--- config.mk ---
export PLATFORM = sky130hd
export DESIGN_NAME = srdp_parser
export DESIGN_NICKNAME = d
export VERILOG_FILES = /design/src/design/srdp_parser.v
export VERILOG_INCLUDE_DIRS = /design/src /design/src/design
export SDC_FILE = /design/constraint.sdc
export NUM_CORES = 1
export LEC_CHECK = 0
export BUFFER_PORTS_ARGS = -buffer_cell sky130_fd_sc_hd__buf_2
export CAP_MARGIN = 20
export CORE_MARGIN = 2
export CORE_UTILIZATION = 35
export DETAILED_ROUTE_END_ITERATION = 10
export PLACE_DENSITY_LB_ADDON = 0.25
export SETUP_SLACK_MARGIN = 0.02
export SLEW_MARGIN = 20
export SYNTH_ARGS = -nofsm -noshare
export SYNTH_HDL_FRONTEND = slang
export SYNTH_SLANG_ARGS = --single-unit
--- constraint.sdc ---
create_clock -name core_clk -period 5.49 [get_ports core_clk]
set_input_delay 0.549 -clock core_clk [delete_from_list [all_inputs] [get_ports core_clk]]
set_output_delay 0.549 -clock core_clk [all_outputs]
set_load 0.02 [all_outputs]
--- src/design/srdp_regs.vh ---
`ifndef SRDP_REGS_VH
`define SRDP_REGS_VH
// ==========================================
// Character codes
`define SRDP_CH_S      8'h53
`define SRDP_CH_S_LC   8'h73
`define SRDP_CH_CR     8'h0D
`define SRDP_CH_LF     8'h0A
`define SRDP_CH_NUL    8'h00
// ==========================================
// Record types; data and termination are acted upon, header is skipped
`define SRDP_TYPE_DATA 4'h1
`define SRDP_TYPE_TERM 4'h9
`define SRDP_TYPE_HDR  4'h0
// ==========================================
// Field sizes in bytes for the 16-bit address format
`define SRDP_ADDR_BYTES 8'h02
`define SRDP_SUM_BYTES  8'h01
`endif

--- src/design/srdp_parser.v ---
`timescale 1ns/1ps
// Notes on behaviour
// - Each byte arrives as two hex characters, high nibble first.
// - Record opens with letter S and one type digit.
// - Length counts address, data and checksum bytes only.
// - Address field is two, three or four bytes; loader uses two.
// - Checksum equals low byte of complemented sum of length, address, data.
// - CR, LF and NUL after a record are ignored.
// - Leading characters before the S are skipped.
// - Only S1 data and S9 termination records are acted upon.
// - Everything before the first S1 leaves memory untouched.
// - S1 data bytes go to consecutive addresses from record address.
// - S9 address is captured as entry point at transfer end.
// - Types S2 to S8 are never written to memory.
// - Every character travels as its ASCII code.
// - Byte count and checksum together confirm each S1 and S9 record.
`include "srdp_regs.vh"

// ==========================================
// Overview
// Characters arrive one per handshake
// Parser hunts for a record start letter
// Type digit picks body, skip or hunt
// Body digits pair up into bytes
// Bytes are counted from the length byte
// Address bytes land high first
// Data bytes go out through a small buffer
// Checksum byte closes the record
//
// ==========================================
// Byte index within a record body
// Index 0: length byte
// Index 1: address high byte
// Index 2: address low byte
// Index 3 up to length-1: data bytes
// Index equal to length: checksum byte
// Index is eight bits wide
// A length of 255 still fits the index
//
// ==========================================
// Running sum
// Cleared on the type digit
// Length, address and data bytes added
// Checksum byte itself never added
// Its complement compared against the checksum byte
// Short length fails even with good sum
//
// ==========================================
// Buffer toward memory
// Two words deep, head always in slot 0
// Pop shifts slot 1 down into slot 0
// Full buffer holds back the second digit
// So no data byte is ever dropped
// First digit is never stalled
// Hence a stall costs one character slot
//
// ==========================================
// Known limitations
// Writes are not rolled back on bad sum
// Memory may hold bytes of a bad record
// Skipped records are not sum checked
// Only the two-byte address form is kept
// Three and four byte forms are skipped
// Done and error hold until reset
// Characters after the end are swallowed
//
// ==========================================
// Status outputs
// Busy rises with the first good data record
// Busy falls at done or at error
// Started stays high once set
// Record count steps once per good S1 data record
// Count wraps after 255 records
// Entry address loads at done only
//
// ==========================================
// Timing
// One character taken per clock at most
// Data word visible one clock after its digit
// Status settles on the checksum's last digit
// No internal timers or long counters

module srdp_parser #(
  parameter ADDR_W = 16
) (
  // Clock and reset
  input  wire              core_clk,
  input  wire              rst_n,
  // Character stream from host
  input  wire              char_valid,
  input  wire [7:0]        char_data,
  output wire              char_ready,
  // Memory write port
  output wire              mem_valid,
  output wire [ADDR_W-1:0] mem_addr,
  output wire [7:0]        mem_data,
  input  wire              mem_ready,
  // Status
  output reg               busy_r,
  output reg               done_r,
  output reg               error_r,
  output reg  [ADDR_W-1:0] entry_addr_r,
  output reg               started_r,
  output reg  [7:0]        rec_count_r
);

  // ==========================================
  // States
  localparam ST_IDLE = 6'b000001;
  localparam ST_TYPE = 6'b000010;
  localparam ST_BODY = 6'b000100;
  localparam ST_DONE = 6'b001000;
  localparam ST_ERR  = 6'b010000;
  localparam ST_SKIP = 6'b100000;

  // Hex digit test and value, case blind
  function [4:0] srdp_hex;
    input [7:0] c;
    begin
      if (c >= 8'h30 && c <= 8'h39)
        srdp_hex = {1'b1, c[3:0]};
      else if ((c >= 8'h41 && c <= 8'h46) || (c >= 8'h61 && c <= 8'h66))
        srdp_hex = {1'b1, c[3:0] + 4'h9};
      else
        srdp_hex = 5'h00;
    end
  endfunction

  reg  [5:0]        state_r;
  reg  [3:0]        type_r;
  reg  [3:0]        hi_nib_r;
  reg               half_r;
  reg  [7:0]        len_r;
  reg  [7:0]        idx_r;
  reg  [7:0]        sum_r;
  reg  [ADDR_W-1:0] addr_r;

  // ==========================================
  // Two-entry buffer toward memory
  reg  [ADDR_W+7:0] buf_q0_r;
  reg  [ADDR_W+7:0] buf_q1_r;
  reg  [1:0]        buf_cnt_r;
  wire              buf_in_valid;
  wire              buf_in_ready;
  wire              buf_pop;
  wire [ADDR_W+7:0] buf_in_word;

  assign buf_in_ready = (buf_cnt_r != 2'd2);
  assign buf_pop      = mem_valid && mem_ready;
  assign mem_valid    = (buf_cnt_r != 2'd0);
  assign mem_addr     = buf_q0_r[ADDR_W+7:8];
  assign mem_data     = buf_q0_r[7:0];

  // Buffer storage; head in q0, shifted on pop
  always @(posedge core_clk) begin
    if (!rst_n) begin
      buf_cnt_r <= 2'd0;
      buf_q0_r  <= {(ADDR_W+8){1'b0}};
      buf_q1_r  <= {(ADDR_W+8){1'b0}};
    end else begin
      case ({buf_in_valid && buf_in_ready, buf_pop})
        2'b10: begin
          if (buf_cnt_r == 2'd0)
            buf_q0_r <= buf_in_word;
          else
            buf_q1_r <= buf_in_word;
          buf_cnt_r <= buf_cnt_r + 2'd1;
        end
        2'b01: begin
          buf_q0_r  <= buf_q1_r;
          buf_cnt_r <= buf_cnt_r - 2'd1;
        end
        2'b11: begin
          if (buf_cnt_r == 2'd1)
            buf_q0_r <= buf_in_word;
          else begin
            buf_q0_r <= buf_q1_r;
            buf_q1_r <= buf_in_word;
          end
        end
        default: begin
          buf_cnt_r <= buf_cnt_r;
        end
      endcase
    end
  end

  // ==========================================
  // Byte assembly
  wire [4:0] hx      = srdp_hex(char_data);
  wire [7:0] cur_byte = {hi_nib_r, hx[3:0]};
  wire       in_body  = (state_r == ST_BODY);
  // Data byte position: after length (idx 0) and two address bytes
  wire       is_data  = (idx_r > `SRDP_ADDR_BYTES) && (idx_r < len_r);
  wire       byte_end = in_body && half_r && hx[4];
  wire       wr_byte  = byte_end && is_data && (type_r == `SRDP_TYPE_DATA);
  // Stall characters only while the buffer cannot take a data byte
  wire       stall    = in_body && half_r && is_data && (type_r == `SRDP_TYPE_DATA) && !buf_in_ready;

  assign char_ready   = !stall;
  assign buf_in_valid = char_valid && wr_byte;
  assign buf_in_word  = {addr_r, cur_byte};
  wire   take         = char_valid && char_ready;
  wire   is_term      = (char_data == `SRDP_CH_CR) || (char_data == `SRDP_CH_LF) ||
                        (char_data == `SRDP_CH_NUL);

  // ==========================================
  // Record parser; non-S1/S9 types are read through but skipped
  always @(posedge core_clk) begin
    if (!rst_n) begin
      state_r      <= ST_IDLE;
      type_r       <= 4'h0;
      hi_nib_r     <= 4'h0;
      half_r       <= 1'b0;
      len_r        <= 8'h00;
      idx_r        <= 8'h00;
      sum_r        <= 8'h00;
      addr_r       <= {ADDR_W{1'b0}};
      busy_r       <= 1'b0;
      done_r       <= 1'b0;
      error_r      <= 1'b0;
      entry_addr_r <= {ADDR_W{1'b0}};
      started_r    <= 1'b0;
      rec_count_r  <= 8'h00;
    end else if (take) begin
      case (state_r)
        ST_IDLE: begin
          // Line numbers, CR, LF, NUL and stray text fall through here
          if (char_data == `SRDP_CH_S || char_data == `SRDP_CH_S_LC)
            state_r <= ST_TYPE;
        end
        ST_TYPE: begin
          if (hx[4] && char_data <= 8'h39) begin
            type_r <= hx[3:0];
            half_r <= 1'b0;
            idx_r  <= 8'h00;
            sum_r  <= 8'h00;
            if (hx[3:0] == `SRDP_TYPE_DATA || hx[3:0] == `SRDP_TYPE_TERM)
              state_r <= ST_BODY;
            else
              state_r <= ST_SKIP;
          end else
            state_r <= ST_IDLE; // Not a record start after all
        end
        ST_SKIP: begin
          // Header and unused types are drained until a line end; before
          // the first S1 this is harmless, after it the sender is trusted
          if (is_term)
            state_r <= ST_IDLE;
        end
        ST_BODY: begin
          if (!hx[4]) begin
            state_r <= ST_ERR;
            error_r <= 1'b1;
            busy_r  <= 1'b0;
          end else if (!half_r) begin
            hi_nib_r <= hx[3:0];
            half_r   <= 1'b1;
          end else begin
            half_r <= 1'b0;
            idx_r  <= idx_r + 8'h01;
            if (idx_r == 8'h00)
              len_r <= cur_byte;
            else if (idx_r == 8'h01)
              addr_r <= {cur_byte, addr_r[7:0]};
            else if (idx_r == 8'h02)
              addr_r <= {addr_r[ADDR_W-1:8], cur_byte};
            else if (is_data)
              addr_r <= addr_r + {{(ADDR_W-1){1'b0}}, 1'b1};
            if (idx_r == 8'h00 || idx_r < len_r)
              sum_r <= sum_r + cur_byte;
            // Final byte: checksum against count-bounded running sum
            if (idx_r != 8'h00 && idx_r == len_r) begin
              if (cur_byte != ~sum_r || len_r < (`SRDP_ADDR_BYTES + `SRDP_SUM_BYTES)) begin
                state_r <= ST_ERR;
                error_r <= 1'b1;
                busy_r  <= 1'b0;
              end else if (type_r == `SRDP_TYPE_TERM) begin
                entry_addr_r <= addr_r;
                state_r      <= ST_DONE;
                done_r       <= 1'b1;
                busy_r       <= 1'b0;
              end else begin
                started_r   <= 1'b1;
                busy_r      <= 1'b1;
                rec_count_r <= rec_count_r + 8'h01;
                state_r     <= ST_IDLE;
              end
            end
          end
        end
        default: begin
          // Done and error hold until reset
          state_r <= state_r;
        end
      endcase
    end
  end

endmodule

After elaboration in Yosys (flattened, before gate mapping)
Cells that the tools add are included.
W data, S select, Z words.
{ "word_totals": {"elab_cells": 172, "output_inout_bits": 54, "reg_bits": 133, "input_bits": 12} }
{ "op_classes": {"n_reduce_logical": 53, "magnitude_cmp": 9, "n_eq_ne": 36, "bitwise": 6, "n_addsub": 7, "n_mux": 43} }
{ "op_table": {"columns": ["op", "n"], "rows": [
  ["$mux W24", 4],
  ["$pmux W24 S3", 1],
  ["$mux W16", 3],
  ["$mux W8", 6],
  ["$pmux W24 S2", 1],
  ["$mux W6", 7],
  ["$pmux W8 S2", 2],
  ["$reduce_and A7 Y1", 4],
  ["$pmux W6 S4", 1],
  ["$ne A2 B2 Y1 const B", 11],
  ["$logic_and A1 B1 Y1", 17],
  ["$add A16 B1 Y16 const B", 1],
  ["$add A8 B1 Y8 const B", 2],
  ["$eq A8 B4 Y1 const B", 2],
  ["$eq A8 B7 Y1 const B", 2],
  ["$ge A8 B7 Y1 const B", 2],
  ["$le A8 B7 Y1 const B", 2],
  ["$logic_not A8 Y1", 2],
  ["$mux W5", 3],
  ["$reduce_and A5 Y1", 3],
  ["$mux W1", 12],
  ["$reduce_and A4 Y1", 3],
  ["$reduce_and A6 Y1", 2],
  ["$reduce_bool A2 Y1", 6],
  ["other kinds (37)", 55]
]} }

Logic depth before layout (Yosys ltp)
Gate-level depths: netlist (run 1).
{ "depth": {"ltp_word": 13, "ltp_mapped": 17, "ltp_nobuf": 17} }

Worst setup path before layout (run 1)
OpenSTA, ideal clock, no wires.
{ "synth_path": {"path_type": "input to register", "startpoint": "input port char_data[3]", "endpoint": "register sum_r[7]", "t_arrival_ps": 3905, "setup_slack_ps": 1510, "stages": 14, "cell_sequence": "buf_6 > or3b_4 > or4_4 > nor3b_1 > a21o_1 > clkbuf_1 > ha_1 > and3_1 > a221oi_1 > o21bai_1 > a21oi_1 > xor2_1 > or4_1 > o22ai_1"} }
{ "synth_between": {"elab_chain_cells": 10} }
{ "synth_lines": {"columns": ["element", "line", "rtl"], "rows": [
  ["start: declaration", "srdp_parser.v:91", "input wire [7:0] char_data,"],
  ["$ge A8 B7 Y1 or $le A8 B7 Y1 (tied branches)", "srdp_parser.v:122", "else if ((c >= 8'h41 && c <= 8'h46) || (c >= 8'h61 && c <= 8'h66))"],
  ["$logic_and A1 B1 Y1", "srdp_parser.v:122", null],
  ["$logic_or A1 B1 Y1", "srdp_parser.v:122", null],
  ["$mux W5", "srdp_parser.v:122", null],
  ["$mux W5 (*)", "srdp_parser.v:120", "if (c >= 8'h30 && c <= 8'h39)"],
  ["net hx[2]", "srdp_parser.v:190", "wire [4:0] hx = srdp_hex(char_data);"],
  ["$add A8 B8 Y8 (*)", "srdp_parser.v:271", "sum_r <= sum_r + cur_byte;"],
  ["$mux W8 (*)", "srdp_parser.v:270", "if (idx_r == 8'h00 || idx_r < len_r)"],
  ["$mux W8 (*)", "srdp_parser.v:256", "end else if (!half_r) begin"],
  ["$mux W8 (*)", "srdp_parser.v:252", "if (!hx[4]) begin"],
  ["$pmux W8 S2 (*)", "srdp_parser.v:226", "case (state_r)"],
  ["end signal: assignment", "srdp_parser.v:271", null],
  ["end: declaration", "srdp_parser.v:135", "reg [7:0] sum_r;"]
]} }
Mark *: on every way through the listed nets, which the timed path passes. The rest lies on a longest branch. The select of a mux whose other input is x is not followed.
A chain may end at the register's enable or synchronous reset.

Final worst setup path (run 1)
{ "layout_path": {"startpoint": "input port char_data[3]", "endpoint": "register entry_addr_r[8]"} }
{ "layout_between": {"elab_chain_cells": 9} }
{ "layout_lines": {"columns": ["element", "line", "rtl"], "rows": [
  ["$ge A8 B7 Y1 or $le A8 B7 Y1 (tied branches)", "srdp_parser.v:122", null],
  ["$logic_and A1 B1 Y1", "srdp_parser.v:122", null],
  ["$logic_or A1 B1 Y1", "srdp_parser.v:122", null],
  ["$mux W5", "srdp_parser.v:122", null],
  ["$mux W5 (*)", "srdp_parser.v:120", null],
  ["net hx[0]", "srdp_parser.v:190", null],
  ["$ne A8 B8 Y1 (*)", "srdp_parser.v:274", "if (cur_byte != ~sum_r || len_r < (`SRDP_ADDR_BYTES + `SRDP_SUM_BYTES)) begin"],
  ["$logic_or A1 B1 Y1 (*)", "srdp_parser.v:274", null],
  ["$not A1 Y1 (no source line) (*)", null, null],
  ["$reduce_and A7 Y1 (no source line) (*)", null, null],
  ["end signal: assignment", "srdp_parser.v:222", "entry_addr_r <= {ADDR_W{1'b0}};"],
  ["end signal: assignment", "srdp_parser.v:279", "entry_addr_r <= addr_r;"],
  ["end: declaration", "srdp_parser.v:102", "output reg [ADDR_W-1:0] entry_addr_r,"]
]} }
Mark *: on every way through the listed nets, which the timed path passes. The rest lies on a longest branch.

==> impl_metrics.env, run 1 <==
export IMPL_synthesized_netlist_cell_count=822
export IMPL_tightest_slew_ps=1160
export IMPL_skew_pair_late_insertion_delay_ps=430
export IMPL_routedLengthMet1_mm=8.90
export IMPL_worst_setup_path_start_kind="input pin"
export IMPL_maxCapViolations=0
export IMPL_endpoint_arrival_time_on_the_critical_path_ps=4540
export IMPL_totalWireLength_mm=18.2
export IMPL_synth_edf_count=0
export IMPL_io_pins=66
export IMPL_design_area_sq_mm=0.00786
export IMPL_critPathCaptureType="register"
export IMPL_number_of_antenna_violations_at_the_first_check_in_global_routing=0
export IMPL_clock_sinks=133
export IMPL_comb_power_share=0.086
export IMPL_cts_buffers_inserted=17
export IMPL_drt_pass1_iterations=5
export IMPL_post_route_drc_count=0
export IMPL_synth_top_area_frac=0.391
export IMPL_highest_layer="met4"
export IMPL_grt_remaining_overflow=0
export IMPL_detail_route_iter0_violations=446
export IMPL_unrepaired_setup_endpoints_after_global_routing="no"
export IMPL_worst_setup_path_startpoint="char_data[3]"
export IMPL_dominantRegCellSynth="dfxtp_1"
export IMPL_vias=6026
export IMPL_fill_cells=2019
export IMPL_largest_net_degree_at_the_start_of_global_routing=49
export IMPL_maxSlewViolCount=0
export IMPL_r2r_worst_path_cells=11
export IMPL_diodes=0
export IMPL_multi_input_area_sq_mm=0.00380
export IMPL_postSynthAreaPerCell_sq_um=8.29
export IMPL_ctsHoldBuffers=0
export IMPL_path_class="input pin to register"
export IMPL_drt_vias_per_instance=5.31
export IMPL_slew_headroom=0.206
export IMPL_core_area_sq_mm=0.0193
export IMPL_routed_length_on_met3_microns=853
export IMPL_p_per_area_mw_per_mm2=292
export IMPL_tritoncts="done"
export IMPL_placed_cell_area_sq_mm=0.00729
export IMPL_grt_first_pass_wirelength_mm=29.5
export IMPL_buffer_ports_inserted=65
export IMPL_timing_critical_path_to="entry_addr_r[8]"
export IMPL_synthesis_yosys_warnings=0
export IMPL_globalRouteTotalUtil=0.182
export IMPL_ir_drop_worst_case_vdd_mv=0.230
export IMPL_finalNetCount=903
export IMPL_postSynth_asyncResetShare=0
export IMPL_finalSetupTns_ps=0
export IMPL_synth_area_sq_mm=0.00681
export IMPL_die_w_microns=143
export IMPL_detail_route_wl_per_cell_microns=16.0
export IMPL_ys_seq_area_frac=0.391
export IMPL_die_area_sq_mm=0.0206
export IMPL_syn2layout_area_growth_pct=15.4
export IMPL_cts_resized_gates=0
export IMPL_cts_root_to_sink_buffers=2
export IMPL_final_hold_vio_count=0
export IMPL_share_clk_of_total_power=0.478
export IMPL_regToRegEndpoint="buf_q0_r[1]"
export IMPL_dieHeight_microns=143
export IMPL_flop_pwr_share=0.436
export IMPL_timing_critical_path_required_ps=5790
export IMPL_path_clk_slew_ps=60
export IMPL_p_total_mw=2.30
export IMPL_share_of_layout_cells_above_drive_strength_1=0.146
export IMPL_clock_fmax_mhz=236
export IMPL_hold_ws_ps=451
export IMPL_cts_htree_levels=4
export IMPL_first_global_vias=5476
export IMPL_cts_root_buf="clkbuf_16"
export IMPL_wl_met2_mm=8.11
export IMPL_synth_seq_cells=133
export IMPL_hpwlAfterDp_mm=12.7
export IMPL_initial_utilization=0.353
export IMPL_area_of_all_sequential_standard_cells_sq_mm=0.00266
export IMPL_crit_fanout=16
export IMPL_regToRegSetupSlack_ps=1890
export IMPL_period_needed_ps=4240
export IMPL_rr_startpoint="len_r[7]"
export IMPL_p_int_mw=1.72
export IMPL_hold_class="register to register"
export IMPL_sw_frac_of_total=0.251
export IMPL_synth_nets=867
export IMPL_ant_nets=0
export IMPL_finClkSkew_ps=8.11
export IMPL_cts_repair_timing_setup_buffer_count=0
export IMPL_finalSetupViolations=0
export IMPL_globalplace_congestion=0.822
export IMPL_finalCritPeriodShare=0.772
export IMPL_status="complete, no violations"
export IMPL_leak_pwr_nw=3.01
export IMPL_yosysTopAreaCell="dfxtp_1"
export IMPL_synthTopCellsByArea="dfxtp_1, nand2_1, a21oi_1, ha_1, a221oi_1"
export IMPL_ys_types=67
export IMPL_row_count=51
export IMPL_power_switching_uw=576
-- cell usage in the layout, fill, tap and decap left out, types with 25 or more instances in the layout --
master	Yosys	layout
a21oi_1	82	80
a221oi_1	25	25
buf_2	10	65
dfxtp_1	133	133
ha_1	32	32
inv_1	28	28
nand2_1	121	121
nor2_1	53	53
nor2b_1	29	29
nor3_1	29	29
o21ai_0	28	28
-- cells by family after synthesis --
family                   share of synthesized area
AND/OR/NAND/NOR                              0.245
AO/OA/AOI/OAI                                0.209
flip-flops                                   0.391
buffers and inverters                       0.0520
adder cells (fa/ha/maj)                     0.0617
XOR/XNOR                                    0.0232
multiplexers                                0.0178
-- layer usage --
layer  track usage  up-vias
met5             0        -
met4        0.0599        0
met3        0.0347       21
met2         0.280      146
met1         0.256     2827
li1              -     3032
-- metrics by stage --
step	worst slack, ps	instances	util
floorplan	1510	822	-
global placement	876	1104	0.378
detailed placement	851	1104	0.378
CTS	1270	1135	0.408
global route	942	1135	0.408
finish	1250	1135	0.408
-- cell usage after synthesis (6+ instances only) --
master	instances
a211oi_1	14
a21o_1	6
a21oi_1	82
a221oi_1	25
and3_1	12
buf_2	10
clkbuf_1	43
dfxtp_1	133
ha_1	32
inv_1	28
mux2i_1	11
nand2_1	121
nand2b_1	9
nand3_1	17
nand4_1	10
nor2_1	53
nor2b_1	29
nor3_1	29
nor4_1	8
o21a_1	6
o21ai_0	28
or3_1	14
or4_1	6
xnor2_1	9
xor2_1	9
-- area by class of cell --
class	count	share of cell area
clock buffer	22	0.0603
clock inverter	9	0.0121
inverter	29	0.0140
multi-input combinational	604	0.484
sequential	133	0.339
tap	265	0.0422
timing repair buffer	73	0.0490
-- sequential cells by signal (all words and copies together) (netlist names), 4 cells and up --
name          flops
type_r            4
rec_count_r       8
addr_r           16
state_r           6
len_r             8
buf_q1_r         24
idx_r             8
sum_r             8
hi_nib_r          4
entry_addr_r     16
buf_q0_r         24
-- power groups by stage --
stage          logic, mW  clock network [mW]  registers [mW]
3_3_place_gp       0.199                   0            1.02
6_report           0.199                1.10            1.00
3_5_place_dp       0.199                   0            1.02
5_1_grt            0.223                1.15            1.00
4_1_cts            0.200                1.12            1.00
2_1_floorplan      0.113                   0            1.05
-- worst min path at each step --
stage                          start                to  slack [ps]  cells after the start
finish              entry_addr_r[12]  entry_addr_r[12]         450                      2
global route        entry_addr_r[11]  entry_addr_r[11]         470                      2
CTS                     buf_q1_r[22]      buf_q1_r[22]         460                      2
detailed placement      buf_q1_r[22]      buf_q1_r[22]         450                      2
global placement     entry_addr_r[9]   entry_addr_r[9]         440                      2
floorplan                   sum_r[4]          sum_r[4]         440                      2
-- critical path, cell delays in order --
cell and delay (ps):
buf_2 160, or3b_4 420, nor4_1 670, a21boi_0 460
inv_1 300, ha_1 190, and4_1 240, nand3_1 100
a211oi_2 250, nand2b_1 220, or4_1 740, nand2_1 170
a21oi_1 70
Power figures use the tool's default switching activity.
==> run 2: changes to the inputs <==
--- a/config.mk
+++ b/config.mk
@@ -6,6 +6,7 @@
 export SDC_FILE = /design/constraint.sdc
 export NUM_CORES = 1
 export LEC_CHECK = 0
+export ABC_AREA = 1
 export BUFFER_PORTS_ARGS = -buffer_cell sky130_fd_sc_hd__buf_2
 export CAP_MARGIN = 20
 export CORE_MARGIN = 2
==> constraint.sdc (replaced) <==
create_clock -name core_clk -period 3.9 [get_ports core_clk]
set_input_delay 0.39 -clock core_clk [delete_from_list [all_inputs] [get_ports core_clk]]
set_output_delay 0.39 -clock core_clk [all_outputs]
set_load 0.02 [all_outputs]
==> run 2 against run 1 <==
Setup slack got worse by 380 ps. Largest cell class unchanged. Critical endpoint is now entry_addr_r[3]. Clock power up 49%. Worst hold slack worse by 3.9 ps. Routed wire length rose by 10%. Synthesized cell count is 32% higher. Area after synthesis increased by 8.9%. Die area grew 8.7%. Sequential share of layout area down 2.7 points.
==> impl_metrics.env, run 2 <==
export IMPL_status="complete, no violations"
export IMPL_cts_resized_gates=0
export IMPL_cts_buffers_inserted=17
export IMPL_die_w_microns=150
export IMPL_biggestRegsByFlops="buf_q0_r x24, buf_q1_r x24"
export IMPL_detail_route_wl_per_cell_microns=14.1
export IMPL_grt_remaining_overflow=0
export IMPL_synthesized_netlist_cell_count=1081
export IMPL_critPathCaptureType="register"
export IMPL_synth_nets=1126
export IMPL_worst_hold_path_num_cells=2
export IMPL_synthesis_yosys_warnings=0
export IMPL_fill_cells=2222
export IMPL_buffer_ports_inserted=65
export IMPL_synth_edf_count=0
export IMPL_first_global_vias=6397
export IMPL_ir_drop_worst_case_vdd_mv=0.294
export IMPL_place_detailed_instances=1388
export IMPL_finalCritPeriodShare=0.777
export IMPL_hpwlAfterDp_mm=14.4
export IMPL_worst_setup_path_start_kind="input pin"
export IMPL_drt_pass1_iterations=5
export IMPL_diodes=0
export IMPL_initial_utilization=0.355
export IMPL_most_common_cell_after_layout_fill_and_taps_aside="nand2_1"
export IMPL_io_pins=66
export IMPL_dominantRegCellSynth="dfxtp_1"
export IMPL_finalSetupTns_ps=0
export IMPL_clock_fmax_mhz=330
export IMPL_clock_sinks=133
export IMPL_detail_route_iter0_violations=553
export IMPL_finClkSkew_ps=9.55
export IMPL_synthTopCellsByArea="dfxtp_1, nand2_1, a21oi_1, inv_1, nand3_1"
export IMPL_slew_headroom=0.418
export IMPL_globalplace_congestion=0.935
export IMPL_synth_area_sq_mm=0.00742
export IMPL_tritoncts="done"
export IMPL_final_hold_vio_count=0
export IMPL_p_total_mw=3.23
export IMPL_finalNetCount=1177
export IMPL_maxCapViolations=0
export IMPL_ctsHoldBuffers=0
export IMPL_leak_pwr_nw=3.54
export IMPL_totalWireLength_mm=20.0
export IMPL_core_area_sq_mm=0.0209
export IMPL_pre_cts_ws_ps=465
export IMPL_path_class="input pin to register"
export IMPL_unrepaired_setup_endpoints_after_global_routing="no"
export IMPL_instances_no_fill=1420
export IMPL_postSynth_asyncResetShare=0
export IMPL_finalSetupViolations=0
export IMPL_crit_fanout=33
export IMPL_final_cell_mix="nand2_1, inv_1, dfxtp_1"
export IMPL_share_of_layout_cells_above_drive_strength_1=0.132
export IMPL_postSynthAreaPerCell_sq_um=6.86
export IMPL_row_count=53
export IMPL_vias=6981
export IMPL_hold_class="register to register"
export IMPL_timing_critical_path_required_ps=4220
export IMPL_maxSlewViolCount=0
export IMPL_synth_top_area_frac=0.359
export IMPL_multi_input_area_sq_mm=0.00400
export IMPL_post_route_drc_count=0
export IMPL_synthMostInstantiatedCell="nand2_1"
export IMPL_largest_net_degree_at_the_start_of_global_routing=58
export IMPL_endpoint_arrival_time_on_the_critical_path_ps=3350
export IMPL_drt_vias_per_instance=4.92
export IMPL_synth_seq_cells=133
export IMPL_tightest_slew_ps=873
export IMPL_dieHeight_microns=150
export IMPL_yosysTopAreaCell="dfxtp_1"
export IMPL_postLayoutSetupSlackWorst_ps=868
export IMPL_cts_root_buf="clkbuf_16"
export IMPL_number_of_antenna_violations_at_the_first_check_in_global_routing=0
export IMPL_p_per_area_mw_per_mm2=377
export IMPL_r2r_worst_path_cells=14
export IMPL_globalRouteTotalUtil=0.185
export IMPL_ant_nets=0
export IMPL_cts_root_to_sink_buffers=2
export IMPL_period_needed_ps=3030
export IMPL_syn2layout_area_growth_pct=15.2
export IMPL_ys_top_cells_by_count="nand2_1, inv_1, dfxtp_1"
export IMPL_skew_pair_late_insertion_delay_ps=430
export IMPL_ys_types=43
export IMPL_ys_seq_area_frac=0.359
export IMPL_cts_repair_timing_setup_buffer_count=0
export IMPL_area_of_all_sequential_standard_cells_sq_mm=0.00266
export IMPL_cts_htree_levels=4
export IMPL_path_clk_slew_ps=60
export IMPL_die_area_sq_mm=0.0224
export IMPL_grt_first_pass_wirelength_mm=33.0
export IMPL_hold_ws_ps=447
## run 2: layer usage
| layer | vias to the layer above | wire length (microns) | GRT usage |
|---|---|---|---|
| met3 | 29 | 817 | 0.0280 |
| li1 | 3647 | - | - |
| met2 | 156 | 8430 | 0.273 |
| met4 | 0 | 429 | 0.0729 |
| met5 | - | 0 | 0 |
| met1 | 3149 | 10400 | 0.269 |
## run 2: path summary, 6_finish.rpt
path                            slack [ps]         start         endpoint
worst max register to register        1040    state_r[0]      buf_q1_r[3]
worst min register to register         450  buf_q1_r[10]     buf_q1_r[10]
worst min-delay path                   450  buf_q1_r[10]     buf_q1_r[10]
worst max-delay path                   870  char_data[0]  entry_addr_r[3]
## run 2: layout make-up
type                       instances  area share
timing repair buffer              75      0.0469
clock buffer                      19      0.0530
multi-input combinational        760       0.468
tap                              275      0.0403
inverter                         145      0.0637
clock inverter                    13      0.0168
sequential                       133       0.312
## run 2: power by group
part / internal [mW] / switching [mW] / total, mW / leakage, nW
clock network: 0.982 / 0.658 / 1.64 / 0.283
registers: 1.37 / 0.00756 / 1.38 / 1.07
logic: 0.0582 / 0.152 / 0.210 / 2.19
## run 2: per-stage QoR
step / util / cell area [sq um]
detailed placement: 0.381 / 7950
CTS: 0.409 / 8550
global placement: 0.381 / 7950
global route: 0.409 / 8550
floorplan: - / 7420
finish: 0.409 / 8550
## run 2: kinds of logic after synthesis
| kind of cell | after synthesis | synth area share |
|---|---|---|
| fa+ha+maj | 33 | 0.0567 |
| xor+xnor | 14 | 0.0165 |
| flops | 133 | 0.359 |
| simple gates | 491 | 0.307 |
| buf+inv | 188 | 0.102 |
| compound gates | 222 | 0.158 |
## run 2: critical path: stages
cell	delay (ps)
buf_2	130
inv_1	130
ha_1	200
o21ai_2	70
nand3_2	60
nand3_2	140
inv_1	180
nand2_1	60
nand2_1	100
inv_1	100
ha_1	400
nand4_1	170
nor2_1	110
nand2_1	70
nor2_2	110
nand2_1	120
nor3_2	290
nand2_4	250
nor2_1	190
nor2_1	70
